[config.mk]
export PLATFORM = sky130hd
export DESIGN_NAME = ccsp_ctrl_status
export DESIGN_NICKNAME = d
export VERILOG_FILES = /design/src/hdl/ccsp_pkg.sv /design/src/hdl/ccsp_sticky_flag.sv /design/src/hdl/ccsp_warn_cmp.sv /design/src/hdl/ccsp_ctrl_status.sv
export SDC_FILE = /design/constraint.sdc
export NUM_CORES = 1
export LEC_CHECK = 0
export BUFFER_PORTS_ARGS = -buffer_cell sky130_fd_sc_hd__buf_2
export CORE_ASPECT_RATIO = 0.5
export CORE_MARGIN = 3
export CORE_UTILIZATION = 28
export CTS_BUF_LIST = sky130_fd_sc_hd__clkbuf_16
export DETAILED_ROUTE_END_ITERATION = 10
export PLACE_DENSITY = 0.59
export REMOVE_ABC_BUFFERS = 1
export SYNTH_ARGS = -nofsm -noshare
export SYNTH_HDL_FRONTEND = slang
export SYNTH_SLANG_ARGS = --single-unit
[constraint.sdc]
create_clock -name aclk -period 3.8 [get_ports aclk]
set_input_delay 0 -clock aclk [delete_from_list [all_inputs] [get_ports aclk]]
set_output_delay 0 -clock aclk [all_outputs]
set_load 0.01 [all_outputs]
[src/hdl/ccsp_pkg.sv]
// Purpose: constants and carriers for the can control/status partition
// Assumes: 32-bit axi4-lite register bus, one clock
// Notes: control byte in bits 7:0, status byte in bits 15:8
package ccsp_pkg;
   localparam int unsigned CCSP_AW = 4;
   localparam logic [CCSP_AW-1:0] CCSP_OFF_CTRL_STAT = 4'h0;
   localparam logic [CCSP_AW-1:0] CCSP_OFF_BIT_TIMING = 4'h4;
   localparam logic [CCSP_AW-1:0] CCSP_OFF_CTRL_ONLY = 4'h8;
   // control byte fields
   localparam int unsigned CCSP_B_INIT = 0;
   localparam int unsigned CCSP_B_IE = 1;
   localparam int unsigned CCSP_B_SIE = 2;
   localparam int unsigned CCSP_B_EIE = 3;
   localparam int unsigned CCSP_B_CCE = 6;
   localparam int unsigned CCSP_B_TST = 7;
   // status byte fields
   localparam int unsigned CCSP_B_LEC_LO = 8;
   localparam int unsigned CCSP_B_TRANSMIT_OK_FLAG = 11;
   localparam int unsigned CCSP_B_RECEIVE_OK_FLAG = 12;
   localparam int unsigned CCSP_B_ERROR_WARNING_STATUS = 14;
   localparam int unsigned CCSP_B_BUSOFF_STATUS = 15;
   localparam logic CCSP_RST_INIT = 1'h1;
   localparam logic [15:0] CCSP_RST_BIT_TIMING = 16'h0000;
   localparam int unsigned CCSP_WARN_LIMIT = 96;
   localparam logic [1:0] CCSP_RESP_OKAY = 2'h0;
   localparam logic [1:0] CCSP_RESP_SLVERR = 2'h2;
   typedef enum logic [2:0] {
      CCSP_LEC_NONE = 3'h0,
      CCSP_LEC_STUFF = 3'h1,
      CCSP_LEC_FORM = 3'h2,
      CCSP_LEC_ACK = 3'h3,
      CCSP_LEC_BIT1 = 3'h4,
      CCSP_LEC_BIT0 = 3'h5,
      CCSP_LEC_CRC = 3'h6,
      CCSP_LEC_UNUSED = 3'h7
   } ccsp_lec_e;
   // events from the protocol engine, same clock
   typedef struct packed {
      logic err_valid;
      ccsp_lec_e err_code;
      logic tx_ok;
      logic rx_ok;
      logic recessive_run11;
      logic busoff;
      logic [7:0] tx_err_cnt;
      logic [7:0] rx_err_cnt;
   } ccsp_evt_s;
   // control towards the protocol engine
   typedef struct packed {
      logic init;
      logic irq_en;
      logic test_mode_bit;
      logic [15:0] bit_timing;
   } ccsp_ctl_s;
endpackage

[src/hdl/ccsp_sticky_flag.sv]
// Purpose: sticky status flag, hardware sets, software clears
// Assumes: set and clear are one-cycle pulses on aclk
// Notes: set beats a clear in the same cycle
`timescale 1ns/1ps
module ccsp_sticky_flag (
   input wire logic aclk,
   input wire logic aresetn,
   input wire logic set,
   input wire logic clr,
   output logic q
);
   typedef struct packed {
      logic flag;
   } ccsp_flag_s;
   ccsp_flag_s st_q;
   ccsp_flag_s st_d;
   always_comb begin
      st_d = st_q;
      if (clr) begin
         st_d.flag = 1'b0;
      end
      // no event is lost to a racing clear
      if (set) begin
         st_d.flag = 1'b1;
      end
   end
   always_ff @(posedge aclk) begin
      if (!aresetn) begin
         st_q <= '0;
      end else begin
         st_q <= st_d;
      end
   end
   assign q = st_q.flag;
endmodule // ccsp_sticky_flag

[src/hdl/ccsp_warn_cmp.sv]
// Purpose: error counter against warning limit
// Assumes: counter from the error management logic, same clock
// Notes: purely combinational
`timescale 1ns/1ps
module ccsp_warn_cmp #(
   parameter int unsigned CNT_W = 8,
   parameter int unsigned LIMIT = 96
) (
   input wire logic [CNT_W-1:0] cnt,
   output logic at_limit
);
   // refused at elaboration: a limit the counter never reaches would hide every warning
   if (LIMIT >= (64'h1 << CNT_W)) begin : g_bad_limit
      $error("warning limit does not fit the counter");
   end
   assign at_limit = (cnt >= CNT_W'(LIMIT));
endmodule // ccsp_warn_cmp

[src/hdl/ccsp_ctrl_status.sv]
// Purpose: can control register, status partition and bit timing gate
// Assumes: axi4-lite slave, protocol engine events on aclk
// Notes: read of offset 0x0 clears status change; 0x8 reads control only
// Behaviour
// - bit timing register writable only while config change enable is set
// - last error code holds type of most recent bus error, zero none
// - error-free transfer clears last error code to zero
// - code 7 never produced by hardware, software may write it
// - stuff error records code 1
// - form error records code 2
// - missing acknowledge on own frame records code 3
// - recessive sent but dominant seen records code 4
// - dominant sent but recessive seen records code 5
// - each eleven-recessive run during busoff recovery records code 5
// - crc mismatch records code 6
// - transmit-ok set after error-free acknowledged transmission
// - receive-ok set after successful reception
// - ok flags stay set until software clears them
// - error warning set while either error counter reaches 96
// - busoff status follows busoff state of error management
// - reading status partition clears pending status change interrupt
// - entering busoff sets init; recovery after software clears it
// - writing status partition never makes or clears an interrupt
//
// Local design decisions: the register addresses and the AXI4-Lite interface to the registers.
`timescale 1ns/1ps
module ccsp_ctrl_status (
   input wire logic aclk,
   input wire logic aresetn,
   input wire logic [ccsp_pkg::CCSP_AW-1:0] s_axi_awaddr,
   input wire logic s_axi_awvalid,
   output logic s_axi_awready,
   input wire logic [31:0] s_axi_wdata,
   input wire logic [3:0] s_axi_wstrb,
   input wire logic s_axi_wvalid,
   output logic s_axi_wready,
   output logic [1:0] s_axi_bresp,
   output logic s_axi_bvalid,
   input wire logic s_axi_bready,
   input wire logic [ccsp_pkg::CCSP_AW-1:0] s_axi_araddr,
   input wire logic s_axi_arvalid,
   output logic s_axi_arready,
   output logic [31:0] s_axi_rdata,
   output logic [1:0] s_axi_rresp,
   output logic s_axi_rvalid,
   input wire logic s_axi_rready,
   input wire ccsp_pkg::ccsp_evt_s evt,
   output ccsp_pkg::ccsp_ctl_s ctl,
   output logic status_change_pending
);
   import ccsp_pkg::*;

   typedef struct packed {
      logic aw_got;
      logic [CCSP_AW-1:0] awaddr;
      logic w_got;
      logic [31:0] wdata;
      logic [3:0] wstrb;
      logic bvalid;
      logic [1:0] bresp;
      logic rvalid;
      logic [31:0] rdata;
      logic [1:0] rresp;
      logic init;
      logic ie;
      logic sie;
      logic eie;
      logic cce;
      logic tst;
      logic [15:0] bit_timing;
      ccsp_lec_e last_error_code;
      logic error_warning_status;
      logic busoff_status;
      logic pend;
   } ccsp_state_s;

   ccsp_state_s st_q;
   ccsp_state_s st_d;
   logic transmit_ok_flag;
   logic receive_ok_flag;
   logic tx_warn;
   logic rx_warn;
   logic wr_fire;
   logic rd_fire;
   logic wr_status;
   logic rd_status;
   logic lec_upd;
   logic [15:0] reg_word;

   ccsp_warn_cmp #(.CNT_W(8), .LIMIT(CCSP_WARN_LIMIT)) u_tx_warn (
      .cnt(evt.tx_err_cnt),
      .at_limit(tx_warn)
   );
   ccsp_warn_cmp #(.CNT_W(8), .LIMIT(CCSP_WARN_LIMIT)) u_rx_warn (
      .cnt(evt.rx_err_cnt),
      .at_limit(rx_warn)
   );

   assign wr_fire = st_q.aw_got && st_q.w_got && !st_q.bvalid;
   assign rd_fire = s_axi_arvalid && s_axi_arready;
   // only the lane holding the status byte touches status bits
   assign wr_status = wr_fire && (st_q.awaddr == CCSP_OFF_CTRL_STAT) && st_q.wstrb[1];
   assign rd_status = rd_fire && (s_axi_araddr == CCSP_OFF_CTRL_STAT);

   ccsp_sticky_flag u_transmit_ok_flag (
      .aclk(aclk),
      .aresetn(aresetn),
      .set(evt.tx_ok),
      .clr(wr_status && !st_q.wdata[CCSP_B_TRANSMIT_OK_FLAG]),
      .q(transmit_ok_flag)
   );
   ccsp_sticky_flag u_receive_ok_flag (
      .aclk(aclk),
      .aresetn(aresetn),
      .set(evt.rx_ok),
      .clr(wr_status && !st_q.wdata[CCSP_B_RECEIVE_OK_FLAG]),
      .q(receive_ok_flag)
   );

   // hardware never reports code 7, so a written 7 marks "no update yet"
   assign lec_upd = (evt.err_valid && evt.err_code != CCSP_LEC_UNUSED)
      || (evt.busoff && evt.recessive_run11) || evt.tx_ok || evt.rx_ok;

   always_comb begin
      reg_word = '0;
      reg_word[CCSP_B_INIT] = st_q.init;
      reg_word[CCSP_B_IE] = st_q.ie;
      reg_word[CCSP_B_SIE] = st_q.sie;
      reg_word[CCSP_B_EIE] = st_q.eie;
      reg_word[CCSP_B_CCE] = st_q.cce;
      reg_word[CCSP_B_TST] = st_q.tst;
      reg_word[CCSP_B_LEC_LO +: 3] = st_q.last_error_code;
      reg_word[CCSP_B_TRANSMIT_OK_FLAG] = transmit_ok_flag;
      reg_word[CCSP_B_RECEIVE_OK_FLAG] = receive_ok_flag;
      reg_word[CCSP_B_ERROR_WARNING_STATUS] = st_q.error_warning_status;
      reg_word[CCSP_B_BUSOFF_STATUS] = st_q.busoff_status;
   end

   always_comb begin
      st_d = st_q;
      // write address and data are taken in either order
      if (s_axi_awvalid && s_axi_awready) begin
         st_d.aw_got = 1'b1;
         st_d.awaddr = s_axi_awaddr;
      end
      if (s_axi_wvalid && s_axi_wready) begin
         st_d.w_got = 1'b1;
         st_d.wdata = s_axi_wdata;
         st_d.wstrb = s_axi_wstrb;
      end
      if (st_q.bvalid && s_axi_bready) begin
         st_d.bvalid = 1'b0;
      end
      if (st_q.rvalid && s_axi_rready) begin
         st_d.rvalid = 1'b0;
      end
      if (wr_fire) begin
         st_d.aw_got = 1'b0;
         st_d.w_got = 1'b0;
         st_d.bvalid = 1'b1;
         st_d.bresp = CCSP_RESP_OKAY;
         unique case (st_q.awaddr)
            CCSP_OFF_CTRL_STAT, CCSP_OFF_CTRL_ONLY: begin
               if (st_q.wstrb[0]) begin
                  st_d.init = st_q.wdata[CCSP_B_INIT];
                  st_d.ie = st_q.wdata[CCSP_B_IE];
                  st_d.sie = st_q.wdata[CCSP_B_SIE];
                  st_d.eie = st_q.wdata[CCSP_B_EIE];
                  st_d.cce = st_q.wdata[CCSP_B_CCE];
                  // stored as written; a set bit is software's fault
                  st_d.tst = st_q.wdata[CCSP_B_TST];
               end
               if (wr_status) begin
                  st_d.last_error_code = ccsp_lec_e'(st_q.wdata[CCSP_B_LEC_LO +: 3]);
               end
            end
            CCSP_OFF_BIT_TIMING: begin
               if (st_q.cce) begin
                  if (st_q.wstrb[0]) begin
                     st_d.bit_timing[7:0] = st_q.wdata[7:0];
                  end
                  if (st_q.wstrb[1]) begin
                     st_d.bit_timing[15:8] = st_q.wdata[15:8];
                  end
               end
            end
            default: begin
               st_d.bresp = CCSP_RESP_SLVERR;
            end
         endcase
      end
      if (rd_fire) begin
         st_d.rvalid = 1'b1;
         st_d.rresp = CCSP_RESP_OKAY;
         st_d.rdata = '0;
         unique case (s_axi_araddr)
            CCSP_OFF_CTRL_STAT: st_d.rdata[15:0] = reg_word;
            CCSP_OFF_CTRL_ONLY: st_d.rdata[7:0] = reg_word[7:0];
            CCSP_OFF_BIT_TIMING: begin
               if (st_q.cce) begin
                  st_d.rdata[15:0] = st_q.bit_timing;
               end
            end
            default: st_d.rresp = CCSP_RESP_SLVERR;
         endcase
      end
      // hardware updates of the error code win over a cpu write
      if (lec_upd) begin
         if (evt.err_valid && evt.err_code != CCSP_LEC_UNUSED) begin
            st_d.last_error_code = evt.err_code;
         end else if (evt.busoff && evt.recessive_run11) begin
            st_d.last_error_code = CCSP_LEC_BIT0;
         end else begin
            st_d.last_error_code = CCSP_LEC_NONE;
         end
      end
      st_d.error_warning_status = tx_warn || rx_warn;
      st_d.busoff_status = evt.busoff;
      if (evt.busoff && !st_q.busoff_status) begin
         st_d.init = 1'b1;
      end
      // only a read clears; the status write path never touches pend
      if (rd_status) begin
         st_d.pend = 1'b0;
      end
      if ((st_q.sie && (lec_upd || evt.tx_ok || evt.rx_ok))
         || (st_q.eie && (st_d.error_warning_status != st_q.error_warning_status || st_d.busoff_status != st_q.busoff_status))) begin
         st_d.pend = 1'b1;
      end
   end

   always_ff @(posedge aclk) begin
      if (!aresetn) begin
         st_q <= '0;
         st_q.init <= CCSP_RST_INIT;
         st_q.bit_timing <= CCSP_RST_BIT_TIMING;
      end else begin
         st_q <= st_d;
      end
   end

   assign s_axi_awready = !st_q.aw_got && !st_q.bvalid;
   assign s_axi_wready = !st_q.w_got && !st_q.bvalid;
   assign s_axi_bvalid = st_q.bvalid;
   assign s_axi_bresp = st_q.bresp;
   assign s_axi_arready = !st_q.rvalid;
   assign s_axi_rvalid = st_q.rvalid;
   assign s_axi_rdata = st_q.rdata;
   assign s_axi_rresp = st_q.rresp;
   assign ctl.init = st_q.init;
   assign ctl.irq_en = st_q.ie;
   assign ctl.test_mode_bit = st_q.tst;
   assign ctl.bit_timing = st_q.bit_timing;
   assign status_change_pending = st_q.pend;
endmodule // ccsp_ctrl_status

==> results.md <==
- Port Buffers: ~90
- Power Density: about 440 mW/mm^2
- CP required: a little over 4 ns
- Via count: around 2700
- Most common cell after layout, fill and taps aside: buf_2
- HP Class: input port to flip-flop
- Top FF cell, synth: dfxtp_1
- Avg WL per Cell: between 10 and 15 um
- Clock sinks: 74
- Met2 usage: 0.228
- Root buffer cell: clkbuf_16
- Vias in the first global route: approximately 2700
- Setup bufs post-CTS: 0
- Antenna Nets Post-Route: 0
- Antenna violations before repair: 0
- Largest net degree at the start of global routing: 65
- Vias/cell: around 4.4
- GRT met1 Usage: 0.155
- Worst slew pin tran: 1.13 ns
- Max clock buf depth: 2
- Most frequent cells in the layout: 89 x buf_2, 74 x dfxtp_1, 53 x nand2_1
- Async set-reset flop share out of synthesis: 0
- Die height: around 83 um
- Comb pwr share: 0.102
- Fmax: a little under 600 MHz
- Maxcap violations: 0
- Largest family of logic cells by synthesized area: simple AND/OR/NAND/NOR gates
- Register share of total power: 0.448
- Gr busiest metal: met2
- Core footprint: approximately 0.011 mm^2
- RSZ-0062 raised after global routing: false
- I/O pin count: roughly 140
- Hold Vio Cnt, Final: 0
- Antenna Cells: 0
- Slew Viols, Final: 0
- CP Launch Type: flip-flop
- Nets: 529
- Setup Skew: 0.00566 ns
- Min Tclk post-route: between 1.5 and 2 ns
- Clk_lat worst skew: around 0.33 ns
- Sw Share: 0.246
- Yosys cell types: 44
- CTS tree: yes
- Critical path's slowest cell: nor4_4
- Share of layout cells above drive strength 1: 0.269
- Post-layout util: 0.371
- Setup Crit Path Kind: flip-flop to flip-flop
- Area delta synth->final: 25.1%
- Compound-Gate Fraction of Synth Area: 0.132
- DR pass1 iterations: 5
- Number of buffers and inverters on the critical path: 0
- Fin crit share: 0.446
- Setup total negative slack: 0 ns
- Worst endpoint data arrival time: 1.93 ns
- Multiplexer share of the synthesized area: 0.0822
- Crit. End Element: flip-flop
- Synth Instances: ~380
- CTS Buf Count: 9
- Global-route wire length before repair: 14.1 mm
- Seq/Total Area, Yosys: 0.441
- Post-layout power: 0.00185 W
- Relative slew slack: 0.243
- Hold WS: between 0.04 and 0.05 ns
- GPL Wtd Cong: 0.724
- Die width: 161 um
- Clk pwr share: 0.450
- Total grt overflow: 0
- Clk slew on worst S/H paths: approximately 0.060 ns
- Total track usage: 0.129
- Setup violators final: 0
- Post-CTS Resized: 0
- Crit Path Max Fanout: 15
- # hold bufs at CTS: 29
- Worst vdd ir: 0.000194 V
- CP max stage delay: slightly above 0.7 ns
- Crit-path leading delay family: simple AND/OR/NAND/NOR gates
- Rows: 27
- Status: complete, no violations
- Pleak: 1.80 nW
- Synth Cell Area: approximately 0.0034 mm^2
- CP cell instances: nand2_1 > nor4_4 > a32oi_1 > a21oi_1
- Die area: between 0.01 and 0.015 mm^2
- Internal Power: between 0.001 and 0.0015 W
- GRT met3 Usage: 0.0362
- Htree depth: 3
- Setup WS pre-CTS: approximately 2.1 ns
- Initial Util: 0.296
- Ys Warns: 0
- Starting DRT DRC Count: 201
- Post-Synth Simple-Gate Area: 0.188
- Drt drc: 0
- Flops & latches, synth: 74
- Net switching power: approximately 0.00046 W
- Syn Area/Cell: 8.94 um^2
- Final setup margin: about 2.1 ns
- EDFF count, synth: 0
- Dpl hpwl: ~5.7 mm
- DRT Wirelength: about 8.6 mm
- Post-Synth XOR/XNOR Area: 0
- Post-Synth Adder-Cell Area: 0.00372
==> routing by layer <==
metal  share of wire  wire (um)
met1            0.44       3810
met2            0.51       4360
met3           0.037        321
met4           0.014        121
met5               0          0
==> stage by stage <==
| step | instance area (um^2) | std cells |
|---|---|---|
| floorplan | 2930 | 320 |
| global placement | 3620 | 572 |
| detailed placement | 3620 | 572 |
| CTS | 4210 | 617 |
| global route | 4210 | 617 |
| finish | 4210 | 617 |
==> registers in the layout (all words and copies together) (netlist names) <==
signal / count
s_axi_bvalid: 1
reg_word: 8
u_transmit_ok_flag.q: 1
status_change_pending: 1
s_axi_rdata: 16
s_axi_bresp: 1
ctl: 19
s_axi_rresp: 1
s_axi_rvalid: 1
st_q: 24
u_receive_ok_flag.q: 1
==> layout make-up <==
cell class,count,area [um^2]
Multi-Input combinational cell,241,1450
Clock buffer,9,225
Sequential cell,74,1480
Fill cell,1176,7140
Tap cell,159,199
Timing Repair Buffer,122,766
Inverter,5,18.8
Clock inverter,7,71.3
==> kinds of logic after synthesis <==
family,Yosys count
adder cells (fa/ha/maj),1
AO/OA/AOI/OAI,69
other,1
multiplexers,27
buffers and inverters,78
AND/OR/NAND/NOR,126
flip-flops,74
==> cells in the mapped netlist (2+ instances only) <==
master | count | area share
nor4b_1 | 2 | 0.0052
buf_2 | 4 | 0.0060
a32oi_1 | 7 | 0.018
nand2_1 | 53 | 0.059
o221a_2 | 3 | 0.010
dfxtp_1 | 74 | 0.44
o21ai_0 | 8 | 0.012
o211a_1 | 2 | 0.0060
inv_1 | 4 | 0.0045
and2_1 | 4 | 0.0074
a2111oi_0 | 3 | 0.0078
a221oi_1 | 5 | 0.013
nor3_1 | 2 | 0.0030
nor2_1 | 38 | 0.042
or2b_1 | 2 | 0.0045
mux2i_1 | 25 | 0.074
nor3_4 | 2 | 0.0097
buf_4 | 57 | 0.13
nand2b_1 | 4 | 0.0074
a21oi_1 | 37 | 0.055
nor2b_1 | 3 | 0.0056
clkbuf_1 | 11 | 0.012
nand3_1 | 5 | 0.0074
==> power groups by stage <==
stage          registers, W  logic (W)  clock network (W)
2_1_floorplan      0.000844  0.0000923                  0
3_3_place_gp       0.000847   0.000164                  0
3_5_place_dp       0.000848   0.000166                  0
4_1_cts            0.000830   0.000190           0.000852
5_1_grt            0.000835   0.000211           0.000891
6_report           0.000830   0.000189           0.000833
==> path summary, 6_finish.rpt <==
path | slack (ns) | from | cells after the start | end
worst min-delay path | 0.04 | s_axi_araddr[2] | 3 | s_axi_rresp[1]
worst min register to register | 0.45 | s_axi_rdata[8] | 2 | s_axi_rdata[8]
worst max register to register | 2.11 | reg_word[6] | 4 | s_axi_rdata[14]
worst max-delay path | 2.11 | reg_word[6] | 4 | s_axi_rdata[14]
==> worst min-delay path, cell delays in order <==
cell,delay [ns]
buf_2,0.13
a2111oi_0,0.10
nor2_1,0.09
Power figures use the tool's default switching activity.
